**src/host_port_pkg.sv**
```systemverilog
// shared constants and types for the host port mirror read controller
`default_nettype none
package host_port_pkg;

  ////////////////////////////////////////////////////////////////////////////
  // widths
  localparam int HADDR_W   = 20;
  localparam int DATA_W    = 32;
  localparam int RADDR_W   = 8;
  localparam int IDX_W     = 2;
  localparam int TAG_W     = HADDR_W - IDX_W - 2;
  localparam int IRQ_W     = 2;

  ////////////////////////////////////////////////////////////////////////////
  // mirror window, host side and internal bus side
  localparam logic [HADDR_W-1:0] WIN_FIRST  = 20'h00000;
  localparam logic [HADDR_W-1:0] WIN_LAST   = 20'hbffff;
  localparam logic [31:0]        AHB_BASE   = 32'h0000_0000;
  localparam logic [HADDR_W-1:0] TAIL_BYTES = 20'h00010;
  localparam logic [HADDR_W-1:0] TAIL_FIRST = WIN_LAST - TAIL_BYTES + 20'h00001;
  localparam logic [IDX_W-1:0]   LAST_IDX   = 2'h3;

  ////////////////////////////////////////////////////////////////////////////
  // register offsets, field positions, reset values
  localparam logic [RADDR_W-1:0] OFS_BUS_CTRL  = 8'h00;
  localparam logic [RADDR_W-1:0] OFS_PAGE_CTRL = 8'h04;
  localparam logic [RADDR_W-1:0] OFS_IRQ_STAT  = 8'h08;
  localparam logic [RADDR_W-1:0] OFS_IRQ_MASK  = 8'h0c;
  localparam logic [RADDR_W-1:0] OFS_PORT_STAT = 8'h10;
  localparam int                 BIT_PREFETCH  = 1;
  localparam int                 BIT_PAGE_READ = 1;
  localparam int                 IRQ_TAIL      = 0;
  localparam int                 IRQ_REFUSED   = 1;
  localparam logic [DATA_W-1:0]  RST_BUS_CTRL  = 32'h0000_0000;
  localparam logic [DATA_W-1:0]  RST_PAGE_CTRL = 32'h0000_0000;
  localparam logic [IRQ_W-1:0]   RST_IRQ       = 2'h0;

  ////////////////////////////////////////////////////////////////////////////
  // enumerations
  typedef enum logic [1:0] {
    BOOT_EXT_MEM = 2'h0,
    BOOT_SFLASH  = 2'h1,
    BOOT_EXT_MCU = 2'h2,
    BOOT_IRAM    = 2'h3
  } boot_mode_t;

  typedef enum logic [4:0] {
    ST_IDLE   = 5'h01,
    ST_FETCH  = 5'h02,
    ST_LOOKUP = 5'h04,
    ST_LOAD   = 5'h08,
    ST_SERVE  = 5'h10
  } port_state_t;

endpackage
`default_nettype wire

```
**src/line_buf_if.sv**
```systemverilog
// carrier between the controller and its read line buffer
`timescale 1ns/1ps
`default_nettype none
interface line_buf_if;
  import host_port_pkg::*;
  logic              we;
  logic [IDX_W-1:0]  widx;
  logic [DATA_W-1:0] wdata;
  logic [IDX_W-1:0]  ridx;
  logic [DATA_W-1:0] rdata;
  modport ctrl (output we, output widx, output wdata, output ridx, input rdata);
  modport mem  (input we, input widx, input wdata, input ridx, output rdata);
endinterface
`default_nettype wire

```
**src/host_port_mirror_read_ctrl.sv**
```systemverilog
// read path of the external host port into the instruction ram mirror window
`timescale 1ns/1ps
`default_nettype none
module host_port_mirror_read_ctrl
  import host_port_pkg::*;
(
  input  wire logic               clk_i,              // system clock, 40 MHz
  input  wire logic               rst_i,              // async reset, active high
  // boot strap pins
  input  wire logic               boot_select_upper_i, // boot select, upper
  input  wire logic               boot_select_lower_i, // boot select, lower
  // external host parallel port
  input  wire logic               host_cs_n_i,        // host chip select, low active
  input  wire logic               host_rd_n_i,        // host read strobe, low active
  input  wire logic [HADDR_W-1:0] host_addr_i,        // host byte address
  output logic      [DATA_W-1:0]  host_data_o,        // read data to host
  output logic                    host_data_oe_o,     // data bus drive enable
  output logic                    host_ready_o,       // data valid, host may release
  output logic                    host_error_out_n_o, // host error pin, low active
  // internal bus read port toward instruction ram
  output logic                    mem_req_o,          // read request, held to ack
  output logic      [31:0]        mem_addr_o,         // word aligned internal address
  input  wire logic [DATA_W-1:0]  mem_rdata_i,        // read data, valid with ack
  input  wire logic               mem_ack_i,          // one cycle read acknowledge
  // register port
  input  wire logic [RADDR_W-1:0] reg_addr_i,         // register byte address
  input  wire logic [DATA_W-1:0]  reg_wdata_i,        // register write data
  input  wire logic               reg_wr_i,           // write strobe
  input  wire logic               reg_rd_i,           // read strobe
  output logic      [DATA_W-1:0]  reg_rdata_o,        // read data, cycle after strobe
  output logic                    irq_o               // level interrupt
);

  ////////////////////////////////////////////////////////////////////////////
  // pin synchronisers

  logic [3:0]         ctl_sync;
  logic [HADDR_W-1:0] addr_sync;

  // strobes reset to inactive so no phantom request appears after reset
  pin_sync #(
    .W       (4),
    .RST_VAL (4'h3)
  ) u_ctl_sync (
    .clk_i (clk_i),
    .rst_i (rst_i),
    .d_i   ({boot_select_upper_i, boot_select_lower_i, host_rd_n_i, host_cs_n_i}),
    .q_o   (ctl_sync)
  );

  // address bits may settle on different edges; the host holds the address
  // steady before the strobe, and the strobe takes as long to pass through
  pin_sync #(
    .W       (HADDR_W),
    .RST_VAL ('0)
  ) u_addr_sync (
    .clk_i (clk_i),
    .rst_i (rst_i),
    .d_i   (host_addr_i),
    .q_o   (addr_sync)
  );

  logic       host_cs;
  logic       host_rd;
  boot_mode_t boot_mode;

  // straps are meant to be static; a change while a read is in flight
  // only takes effect at the next request
  assign host_cs   = ~ctl_sync[0];
  assign host_rd   = ~ctl_sync[1];
  assign boot_mode = boot_mode_t'(ctl_sync[3:2]);

  ////////////////////////////////////////////////////////////////////////////
  // line buffer

  line_buf_if lb ();

  line_buf u_line_buf (
    .clk_i (clk_i),
    .rst_i (rst_i),
    .bus   (lb.mem)
  );

  ////////////////////////////////////////////////////////////////////////////
  // state

  typedef struct packed {
    port_state_t             st;
    logic [DATA_W-1:0]       bus_ctrl;
    logic [DATA_W-1:0]       page_ctrl;
    logic [IRQ_W-1:0]        irq_stat;
    logic [IRQ_W-1:0]        irq_mask;
    logic [DATA_W-1:0]       rdata;
    logic                    req_seen;
    logic [HADDR_W-1:0]      addr;
    logic [TAG_W-1:0]        tag;
    logic                    tag_ok;
    logic [LAST_IDX:0]       valid;
    logic [IDX_W-1:0]        ptr;
    logic [IDX_W-1:0]        last;
    logic                    demand;
    logic [DATA_W-1:0]       data;
    logic                    err;
  } ctrl_state_t;

  ctrl_state_t s_r;
  ctrl_state_t s_nxt;

  ////////////////////////////////////////////////////////////////////////////
  // decode helpers

  logic               pf_on;
  logic               page_on;
  logic               port_open;
  logic               host_req;
  logic               in_window;
  logic               in_tail;
  logic               hit;
  logic [TAG_W-1:0]   req_tag;
  logic [IDX_W-1:0]   req_idx;
  logic [HADDR_W-1:0] next_addr;
  logic [TAG_W-1:0]   next_tag;
  logic [IDX_W-1:0]   next_idx;
  logic               next_skip;
  logic               next_cached;
  logic [IRQ_W-1:0]   irq_set;

  assign pf_on   = s_r.bus_ctrl[BIT_PREFETCH];
  assign page_on = s_r.page_ctrl[BIT_PAGE_READ];

  // only the two mcu boot modes open the window; 00 disables the port
  // and 01 maps it to a reserved destination
  always_comb begin
    port_open = 1'b0;
    case (boot_mode)
      BOOT_EXT_MCU: port_open = 1'b1;
      BOOT_IRAM:    port_open = 1'b1;
      BOOT_SFLASH:  port_open = 1'b0;
      default:      port_open = 1'b0;
    endcase
  end

  assign host_req  = host_cs & host_rd;
  // window and tail tests use the synchronised address, which the host
  // holds steady for the whole read
  assign in_window = (addr_sync >= WIN_FIRST) && (addr_sync <= WIN_LAST);
  assign in_tail   = (addr_sync >= TAIL_FIRST) && in_window;
  assign req_tag   = addr_sync[HADDR_W-1:IDX_W+2];
  assign req_idx   = addr_sync[IDX_W+1:2];
  assign hit       = s_r.tag_ok && (s_r.tag == req_tag) && s_r.valid[req_idx];

  assign next_addr   = s_r.addr + 20'h00004;
  assign next_tag    = next_addr[HADDR_W-1:IDX_W+2];
  assign next_idx    = next_addr[IDX_W+1:2];
  // running ahead past the window end would touch memory behind it, so
  // the tail words are never fetched speculatively
  assign next_skip   = (next_addr >= TAIL_FIRST) || (next_addr < s_r.addr);
  assign next_cached = s_r.tag_ok && (s_r.tag == next_tag) && s_r.valid[next_idx];

  ////////////////////////////////////////////////////////////////////////////
  // next state
  // a read walks idle, fetch on a miss, then lookup, load and serve; the
  // buffer answers a cycle after its index is set, which is why lookup and
  // load are separate steps. serve holds ready and data until the
  // synchronised release is seen, and only after it may a prefetch start.
  // a request that lands while a prefetch runs is held in its pins and is
  // taken once the fetch has ended, trading a few cycles of latency for a
  // memory port that never has to abort a burst.

  always_comb begin
    s_nxt   = s_r;
    irq_set = '0;

    // a served or refused read re-arms only once the host lets go
    if (!host_req) begin
      s_nxt.req_seen = 1'b0;
    end

    case (s_r.st)
      ST_IDLE: begin
        if (host_req && !s_r.req_seen) begin
          s_nxt.req_seen = 1'b1;
          // refused reads never raise ready; the host has to time out
          if (!port_open || !in_window) begin
            irq_set[IRQ_REFUSED] = 1'b1;
          end else begin
            s_nxt.addr = {addr_sync[HADDR_W-1:2], 2'b00};
            if (in_tail && pf_on) begin
              s_nxt.err           = 1'b1;
              irq_set[IRQ_TAIL]   = 1'b1;
            end
            if (hit) begin
              s_nxt.st = ST_LOOKUP;
            end else begin
              if (!(s_r.tag_ok && (s_r.tag == req_tag))) begin
                s_nxt.valid = '0;
              end
              s_nxt.tag    = req_tag;
              s_nxt.tag_ok = 1'b1;
              s_nxt.ptr    = req_idx;
              s_nxt.last   = page_on ? LAST_IDX : req_idx;
              s_nxt.demand = 1'b1;
              s_nxt.st     = ST_FETCH;
            end
          end
        end
      end

      // page reads walk the line up to its last word; single reads stop
      // after the word that was asked for
      ST_FETCH: begin
        if (mem_ack_i) begin
          s_nxt.valid[s_r.ptr] = 1'b1;
          if (s_r.ptr == s_r.last) begin
            s_nxt.st = s_r.demand ? ST_LOOKUP : ST_IDLE;
          end else begin
            s_nxt.ptr = s_r.ptr + 2'h1;
          end
        end
      end

      // lookup only gives the buffer a cycle to present the word
      ST_LOOKUP: begin
        s_nxt.st = ST_LOAD;
      end

      // buffer read data is registered, so it is taken one cycle later
      ST_LOAD: begin
        s_nxt.data = lb.rdata;
        s_nxt.st   = ST_SERVE;
      end

      ST_SERVE: begin
        if (!host_req) begin
          // error falls with the release so the pin covers the whole read
          s_nxt.err = 1'b0;
          s_nxt.st  = ST_IDLE;
          // with prefetch off no fetch starts after a release; only a page read takes words past the one asked for
          if (pf_on && !next_skip && !next_cached) begin
            if (next_tag != s_r.tag) begin
              s_nxt.valid = '0;
            end
            s_nxt.tag    = next_tag;
            s_nxt.ptr    = next_idx;
            s_nxt.last   = page_on ? LAST_IDX : next_idx;
            s_nxt.demand = 1'b0;
            s_nxt.st     = ST_FETCH;
          end
        end
      end

      default: begin
        s_nxt.st = ST_IDLE;
      end
    endcase

    // register writes; a hardware set wins over a software clear
    if (reg_wr_i) begin
      if (reg_addr_i == OFS_BUS_CTRL) begin
        s_nxt.bus_ctrl = reg_wdata_i;
      end else if (reg_addr_i == OFS_PAGE_CTRL) begin
        s_nxt.page_ctrl = reg_wdata_i;
      end else if (reg_addr_i == OFS_IRQ_STAT) begin
        s_nxt.irq_stat = s_r.irq_stat & ~reg_wdata_i[IRQ_W-1:0];
      end else if (reg_addr_i == OFS_IRQ_MASK) begin
        s_nxt.irq_mask = reg_wdata_i[IRQ_W-1:0];
      end
    end
    s_nxt.irq_stat = s_nxt.irq_stat | irq_set;

    // register reads; unmapped offsets read zero
    s_nxt.rdata = '0;
    if (reg_rd_i) begin
      if (reg_addr_i == OFS_BUS_CTRL) begin
        s_nxt.rdata = s_r.bus_ctrl;
      end else if (reg_addr_i == OFS_PAGE_CTRL) begin
        s_nxt.rdata = s_r.page_ctrl;
      end else if (reg_addr_i == OFS_IRQ_STAT) begin
        s_nxt.rdata = {30'h0, s_r.irq_stat};
      end else if (reg_addr_i == OFS_IRQ_MASK) begin
        s_nxt.rdata = {30'h0, s_r.irq_mask};
      end else if (reg_addr_i == OFS_PORT_STAT) begin
        s_nxt.rdata = {24'h0, s_r.st, port_open, boot_mode};
      end
    end
  end

  ////////////////////////////////////////////////////////////////////////////
  // state register
  // control registers come up with prefetch off and single reads, so a host
  // that reads before software runs sees plain on-demand behaviour

  always_ff @(posedge clk_i or posedge rst_i) begin
    if (rst_i) begin
      s_r           <= '0;
      s_r.st        <= ST_IDLE;
      s_r.bus_ctrl  <= RST_BUS_CTRL;
      s_r.page_ctrl <= RST_PAGE_CTRL;
      s_r.irq_stat  <= RST_IRQ;
      s_r.irq_mask  <= RST_IRQ;
    end else begin
      s_r <= s_nxt;
    end
  end

  ////////////////////////////////////////////////////////////////////////////
  // buffer ports and outputs

  // the buffer is written straight from the memory port on the ack cycle;
  // its read index follows the accepted host address
  assign lb.we    = (s_r.st == ST_FETCH) && mem_ack_i;
  assign lb.widx  = s_r.ptr;
  assign lb.wdata = mem_rdata_i;
  assign lb.ridx  = s_r.addr[IDX_W+1:2];

  // request and address come from state, so both hold until the ack
  assign mem_req_o  = (s_r.st == ST_FETCH);
  // window offset maps one to one onto the internal bus range
  assign mem_addr_o = AHB_BASE | {12'h000, s_r.tag, s_r.ptr, 2'b00};

  assign host_data_o        = s_r.data;
  assign host_data_oe_o     = (s_r.st == ST_SERVE);
  assign host_ready_o       = (s_r.st == ST_SERVE);
  assign host_error_out_n_o = ~s_r.err;

  assign reg_rdata_o = s_r.rdata;
  // level interrupt: stays high until software clears the status bit
  assign irq_o       = |(s_r.irq_stat & s_r.irq_mask);

endmodule
`default_nettype wire

```
**src/pin_sync.sv**
```systemverilog
// two flip-flop synchroniser for pins arriving from outside the clock domain
`timescale 1ns/1ps
`default_nettype none
module pin_sync
  import host_port_pkg::*;
#(
  parameter int           W       = 1,
  parameter logic [W-1:0] RST_VAL = '0
) (
  input  wire logic         clk_i,  // system clock
  input  wire logic         rst_i,  // async reset, active high
  input  wire logic [W-1:0] d_i,    // asynchronous input
  output logic      [W-1:0] q_o     // synchronised output
);
  typedef struct packed {
    logic [W-1:0] meta;
    logic [W-1:0] stable;
  } sync_state_t;

  sync_state_t s_r;
  sync_state_t s_nxt;

  always_comb begin
    s_nxt        = s_r;
    s_nxt.meta   = d_i;
    s_nxt.stable = s_r.meta;
  end

  always_ff @(posedge clk_i or posedge rst_i) begin
    if (rst_i) begin
      s_r <= '{meta: RST_VAL, stable: RST_VAL};
    end else begin
      s_r <= s_nxt;
    end
  end

  assign q_o = s_r.stable;
endmodule
`default_nettype wire

```
**src/line_buf.sv**
```systemverilog
// four word read line buffer with registered read data
`timescale 1ns/1ps
`default_nettype none
module line_buf
  import host_port_pkg::*;
(
  input  wire logic clk_i,  // system clock
  input  wire logic rst_i,  // async reset, active high
  line_buf_if.mem   bus     // write and read ports
);
  typedef struct packed {
    logic [LAST_IDX:0][DATA_W-1:0] word;
    logic [DATA_W-1:0]             rdata;
  } buf_state_t;

  buf_state_t s_r;
  buf_state_t s_nxt;

  always_comb begin
    s_nxt       = s_r;
    s_nxt.rdata = s_r.word[bus.ridx];
    if (bus.we) begin
      s_nxt.word[bus.widx] = bus.wdata;
    end
  end

  always_ff @(posedge clk_i or posedge rst_i) begin
    if (rst_i) begin
      s_r <= '0;
    end else begin
      s_r <= s_nxt;
    end
  end

  assign bus.rdata = s_r.rdata;
endmodule
`default_nettype wire

```
**config.mk**
```make
export PLATFORM = sky130hd
export DESIGN_NAME = host_port_mirror_read_ctrl
export DESIGN_NICKNAME = d
export VERILOG_FILES = /design/src/host_port_pkg.sv /design/src/line_buf_if.sv /design/src/host_port_mirror_read_ctrl.sv /design/src/pin_sync.sv /design/src/line_buf.sv
export SDC_FILE = /design/constraint.sdc
export NUM_CORES = 1
export LEC_CHECK = 0
export BUFFER_PORTS_ARGS = -buffer_cell sky130_fd_sc_hd__buf_2
export CAP_MARGIN = 5
export CELL_PAD_IN_SITES_DETAIL_PLACEMENT = 1
export CELL_PAD_IN_SITES_GLOBAL_PLACEMENT = 2
export CORE_ASPECT_RATIO = 0.7
export CORE_MARGIN = 1
export CORE_UTILIZATION = 37
export DETAILED_ROUTE_END_ITERATION = 6
export PLACE_DENSITY_LB_ADDON = 0.08
export SKIP_CTS_REPAIR_TIMING = 1
export SLEW_MARGIN = 20
export SYNTH_ARGS = -nofsm -noshare
export SYNTH_HDL_FRONTEND = slang
export SYNTH_SLANG_ARGS = --single-unit
export TNS_END_PERCENT = 100
```
**constraint.sdc**
```tcl
create_clock -name clk_i -period 12.7 [get_ports clk_i]
set_input_delay 1.27 -clock clk_i [delete_from_list [all_inputs] [get_ports clk_i]]
set_output_delay 1.27 -clock clk_i [all_outputs]
set_load 0.03 [all_outputs]
```
======== Word level (Yosys, flattened, before mapping) ========
Index checks and enable logic that the tools add are counted.
W data, S select, Z words.
word-level totals
  register bits ........................... 391
  input bits .............................. 101
  output and inout bits ................... 101
  word-level logic and storage cells ...... 172
cells by class
  add/sub/neg operators ................... 2
  $lt $le $gt $ge ......................... 10
  equality and inequality tests ........... 26
  multiplexer cells ....................... 61
  bitwise gates (word level) .............. 14
  reduce and logical (&&, ||, !) cells .... 34
operators by type and width
  cell                     count
  $mux W32                 5
  $bwmux W128              1
  $bmux W32 S2             1
  $demux W32 S2            1
  $mux W47                 1
  $mux W46                 1
  $ge A20 B20 Y1 const B   2
  $eq A16 B16 Y1           2
  $mux W16                 2
  $pmux W16 S2             1
  $mux W26                 1
  $mux W5                  5
  $pmux W5 S5              1
  $mux W8                  3
  $mux W21                 1
  $add A20 B3 Y20 const B  1
  $ge A20 B1 Y1 const B    1
  $le A20 B20 Y1 const B   1
  $lt A20 B20 Y1           1
  $mux W4                  5
  $mux W2                  9
  $mux W9                  2
  $pmux W6 S3              1
  $eq A8 B4 Y1 const B     2
  42 further kinds         96

======== Depth between registers and ports, before layout ========
  depth in word-level cells ............... 9
  mapped depth ............................ 17
  depth with buffers taken out ............ 13

======== By module ========
From an unflattened synthesis, not the netlist that was laid out.
unflattened totals
  cell total of the unflattened synthesis .. 1,293
  area total of the unflattened synthesis .. 17,453.0 µm²
modules (own cells, without submodules)
  module                      times used  cells an instance  area each (µm²)  seq. area each (µm²)
  host_port_mirror_read_ctrl  1           866                9,679.3          4,580.6
  line_buf                    1           377                6,560.0          4,003.8
  pin_sync at u_addr_sync     1           41                 1,004.7          1,001.0
  pin_sync at u_ctl_sync      1           9                  209.0            205.2

======== Worst setup path before layout ========
Ideal clock, no wire load.
  path type ............................... reg2reg
  start ................................... register s_r[65] in the netlist's numbering
  end ..................................... register s_r (netlist bit mem_addr_o[11])
  setup time .............................. 0.125 ns
  arrival ................................. 3.116 ns
  required time ........................... 12.575 ns
  slack ................................... 9.459 ns
  cell stages (with the launch flop) ...... 17
  path buffers ............................ 3
  period minus slack after synthesis ...... 3.241 ns
  cells stage by stage .................... dfrtp_1 buf_6 and3_2 nand3_1 nor2_1 and3_1 ha_1 nor2b_1 xnor2_1 a31oi_1 a221oi_1 a2111o_1 and3_1 buf_6 nand4_4 buf_12 mux2_4
on the way
  word-level cells in the longest chain between the ends .. 8
  elaborated cells on any way between the ends .. 16
  those cells by class .................... add/sub (1); order compare (2); eq/ne (2); mux (3); reduce/logical (8)
RTL lines
  what                                                              RTL line                                                              source
  start: declaration                                                host_port_mirror_read_ctrl.sv:106                                     ctrl_state_t s_r;
  start signal: assignment                                          host_port_mirror_read_ctrl.sv:302                                     s_r <= s_nxt;
  $add A20 B3 Y20                                                   host_port_mirror_read_ctrl.sv:152                                     assign next_addr = s_r.addr + 20'h00004;
  $ge A20 B20 Y1 (tied with other cells)                            host_port_mirror_read_ctrl.sv:157                                     assign next_skip = (next_addr >= TAIL_FIRST) || (next_addr < s_r.addr);
  $logic_or A1 B1 Y1 / $logic_and A1 B1 Y1 (equally long branches)  host_port_mirror_read_ctrl.sv:157, host_port_mirror_read_ctrl.sv:158
  $logic_not A1 Y1 / $logic_and A1 B1 Y1 (equally long branches)    host_port_mirror_read_ctrl.sv:239, host_port_mirror_read_ctrl.sv:158
  $logic_and A1 B1 Y1 / $logic_not A1 Y1 (equally long branches)    host_port_mirror_read_ctrl.sv:239                                     if (pf_on && !next_skip && !next_cached) begin
  $logic_and A1 B1 Y1                                               host_port_mirror_read_ctrl.sv:239
  $ne A2 B1 Y1 (no line)                                            n/a
  $reduce_and A6 Y1 (no line)                                       n/a
Parallel ways exist; a longest one is shown, timed or not. The select of a mux whose other input is x is not followed.
A chain may end at the register's enable or synchronous reset.

======== Worst setup path in the final report ========
  start ................................... register s_r (netlist bit lb.ridx[1])
  end ..................................... register s_r (netlist bit mem_addr_o[10])
on the way
  word-level cells in the longest chain between the ends .. 8
  elaborated cells on any way between the ends .. 18
  those cells by class .................... add/sub (1); order compare (2); eq/ne (2); mux (5); reduce/logical (8)
RTL lines
  what                                                            RTL line
  $add A20 B3 Y20                                                 host_port_mirror_read_ctrl.sv:152
  $ge A20 B20 Y1 (tied with other cells)                          host_port_mirror_read_ctrl.sv:157
  $logic_or A1 B1 Y1 (tied with other cells)                      host_port_mirror_read_ctrl.sv:157
  $logic_not A1 Y1 / $logic_and A1 B1 Y1 (equally long branches)  host_port_mirror_read_ctrl.sv:239, host_port_mirror_read_ctrl.sv:158
  $logic_and A1 B1 Y1 / $logic_not A1 Y1 (equally long branches)  host_port_mirror_read_ctrl.sv:239
  $logic_and A1 B1 Y1                                             host_port_mirror_read_ctrl.sv:239
  $ne A2 B1 Y1 (no line)                                          n/a
  $reduce_and A6 Y1 (no line)                                     n/a
Parallel ways exist; a longest one is shown, timed or not. The select of a mux whose other input is x is not followed.

==> metrics.csv <==
stage;metric;value;unit
outcome;status;finished, violations left;
outcome;violations;DRC;
critical_path;path_cells;buf_4 > ha_1 > nand3_1 > nor2_1 > and4_1 > ha_1 > xnor2_1 > nor4_1 > nand2_1 > a2111oi_0 > and4_1 > nand3_2 > nand4_4 > mux2_4;
global_routing;grt_antenna_before_repair;5;
global_routing;grt_max_degree;98;
placed_design;place_area;0.0182;mm^2
finish;area_growth;12.4;%
hold_path;hold_path_class;register to register;
synth;ys_top_cells_by_count;dfrtp_1, mux2_2, buf_4;
synth;synth_cells;1285;
synth;synth.distinct_cells;80;
sta;fin_crit_sh;0.395;
synth;synth_edf_count;0;
synth;synth_most_common_cell;dfrtp_1;
sta;max_slew_margin;0.266;
sta;hold_viol;0;
die;initial_core_util;0.375;
power_and_ir_drop;powerDensity;197;mW/mm^2
synth;synth-async-reset-ratio;1.00;
clock_network;cts-root-buf;clkbuf_16;
global_routing;grt.total_usage;0.175;
die;fp.coreArea;0.0464;mm^2
routing;firstDrtPassIters;7;
critical_path;crit_type;register to register;
sta;finalSetupViolations;0;
routing;first_iter_violations;561;
die;die_area;0.0480;mm^2
global_routing;grt_pass1_wl;64900;um
finish;final_cell_area;0.0196;mm^2
power_and_ir_drop;p_leak;9.38;nW
critical_path;cpPeakStageDelay;560;ps
clock_network;cts.sinks;387;
finish;fin_nets;1495;
synth;synth_top_cell_area_share;0.549;
global_routing;grt-ovfl-total;0;
sta;setup_tns;0;ps
die;num_rows;66;
critical_path;cp_num_buf_inv;1;
synth;avgSynthCellArea;13.6;um^2
clock_network;htreeDepth;2;
routing;via_per_inst;5.06;
critical_path;cpLargestDelayFamily;simple AND/OR/NAND/NOR gates;
sta;tightest_slew;1090;ps
sta;slew_viol_final;0;
sta;rsz0062_at_grt;false;
finish;final_layout_size_suffix_gt1_frac;0.413;
synth;ys.flop_type;dfrtp_1;
critical_path;path_max_fanout;41;
clock_network;clkSlewWorstSetupHoldPaths;60;ps
clock_network;cts_tree;done;
sta;period_needed;5010;ps
finish;fillCellCount;4821;
placed_design;port_buffers;185;
die;dieWidth;261;um
power_and_ir_drop;vdd_drop_max;94.9;uV
placed_design;dp.cells;1950;
sta;max_freq;0.199;GHz
finish;instances_no_fill;2024;
critical_path;cpMaxStageDelayCell;a2111oi_0;
routing;wl_per_cell;20.2;um
die;io_pins;202;
clock_network;cts_inserted_buffers;41;
synth;synth_top_area_cell;dfrtp_1;
critical_path;start_kind;register;
die;fp.dieH;184;um
routing;routed_wl;41000;um
synth;ys_warn_count;0;
placed_design;hpwl;26300;um
clock_network;clockBufferDepth;3;
routing;antenna_left;0;
critical_path;required;13120;ps
synth;yosys-top-cells-area;dfrtp_1, mux2_2, mux4_2, buf_4, xnor2_1;
critical_path;end_kind;register;
clock_network;clk_latency;540;ps
synth;synth_area;0.0174;mm^2
routing;drc_errors;23;
routing;num_vias;10249;
global_routing;grt_pass1_vias;10842;
flow_run;maxCapViolCount;0;
synth;ys_seq_elements;387;
synth;yosysSeqAreaShare;0.556;
critical_path;critical_path_arrival;5430;ps
placed_design;gp_congestion;0.780;
sta;skew;12.5;ps
## cells by family (layout without fill, tap and decap cells)
group,count (synthesis),after routing,synth area share
AOI/OAI and AO/OA,129,129,0.0515
xor gates and xnor gates,48,48,0.0241
muxes,293,293,0.215
buffers and inverters,186,297,0.0700
and+or+nand+nor,227,227,0.0727
adders and majority gates,14,14,0.00991
DFF,387,387,0.556
other,1,17,0.000215
## through the flow
step           hold slack [ps]  power (W)  setup WS (ps)   util
2_1_floorplan              331    0.00246            682      -
3_3_place_gp               334    0.00265           7600  0.392
3_5_place_dp               336    0.00267           7610  0.392
4_1_cts                    349    0.00392           7570  0.422
5_1_grt                    352    0.00409           7330  0.422
6_report                   346    0.00385           7690  0.422
## metal layers
layer  vias up  part of all wire  track usage
met4         6             0.017       0.0400
met3        55             0.042       0.0310
met1      5361              0.49        0.261
met2       155              0.45        0.264
met5         -           0.00093            0
li1       4672                 -            -
## power by group
group,total [W],switching (W),internal [W]
logic,0.000937,0.000464,0.000473
clock network,0.00123,0.000488,0.000738
registers,0.00168,0.000193,0.00149
total,0.00385,0.00114,0.00270
## layout make-up
type / count / area (um^2) / share of cell area
flip-flops and latches: 387 / 9690 / 0.495
clock inverters: 7 / 119 / 0.00607
well taps: 612 / 766 / 0.0391
clock buffers: 64 / 1250 / 0.0641
multi-input cells: 725 / 6580 / 0.336
repair buffers: 203 / 1060 / 0.0544
diodes: 3 / 7.51 / 0.000383
inverters: 23 / 93.8 / 0.00479
## placed cells by master, fill, tap and decap left out, types with 14 or more instances in the layout
cell       netlist  routed
a22oi_1         29      29
buf_2           15     185
buf_4           99      17
clkbuf_16        0      43
conb_1           1      14
dfrtp_1        382     380
inv_1           21      20
mux2_2         237     237
mux2_4          19      19
mux4_2          34      34
nand2_1         57      57
nand3_1         26      22
nor2_1          26      26
nor2b_1         34      34
o21ai_0         24      24
o22ai_1         15      15
xnor2_1         35      35
## flip-flops by register name, indices dropped and copies added (netlist names)
register,flops
lb.ridx,2
lb.widx,2
reg_rdata_o,32
pf_on,1
u_addr_sync.s_nxt,18
u_line_buf.bus.rdata,32
u_ctl_sync.s_nxt,4
u_addr_sync.q_o,18
mem_addr_o,16
s_r,97
u_ctl_sync.q_o,4
page_on,1
u_line_buf.s_r,128
host_data_o,32
## path summary, 6_finish.rpt
kind | startpoint | end | slack (ps) | depth (start not counted)
setup reg to reg | lb.ridx[1] | mem_addr_o[10] | 7690 | 14
setup / recovery | lb.ridx[1] | mem_addr_o[10] | 7690 | 14
hold / removal | u_addr_sync.s_nxt[19] | u_addr_sync.q_o[19] | 350 | 0
min in group asynchronous | rst_i | reg_rdata_o[28] | 850 | 2
hold reg to reg | u_addr_sync.s_nxt[19] | u_addr_sync.q_o[19] | 350 | 0
max in group asynchronous | rst_i | u_line_buf.s_r[143] | 10400 | 3
## worst reg2reg max path: stages, from the launching register on
cell       delay (ps)
dfrtp_2           340
buf_4             550
ha_1              430
nand3_1           210
nor2_1            270
and4_1            230
ha_1              340
xnor2_1           200
nor4_1            270
nand2_1           110
a2111oi_0         560
and4_1            380
nand3_2           170
nand4_4           460
mux2_4            370
No activity file was read; power rests on OpenSTA's default activity.
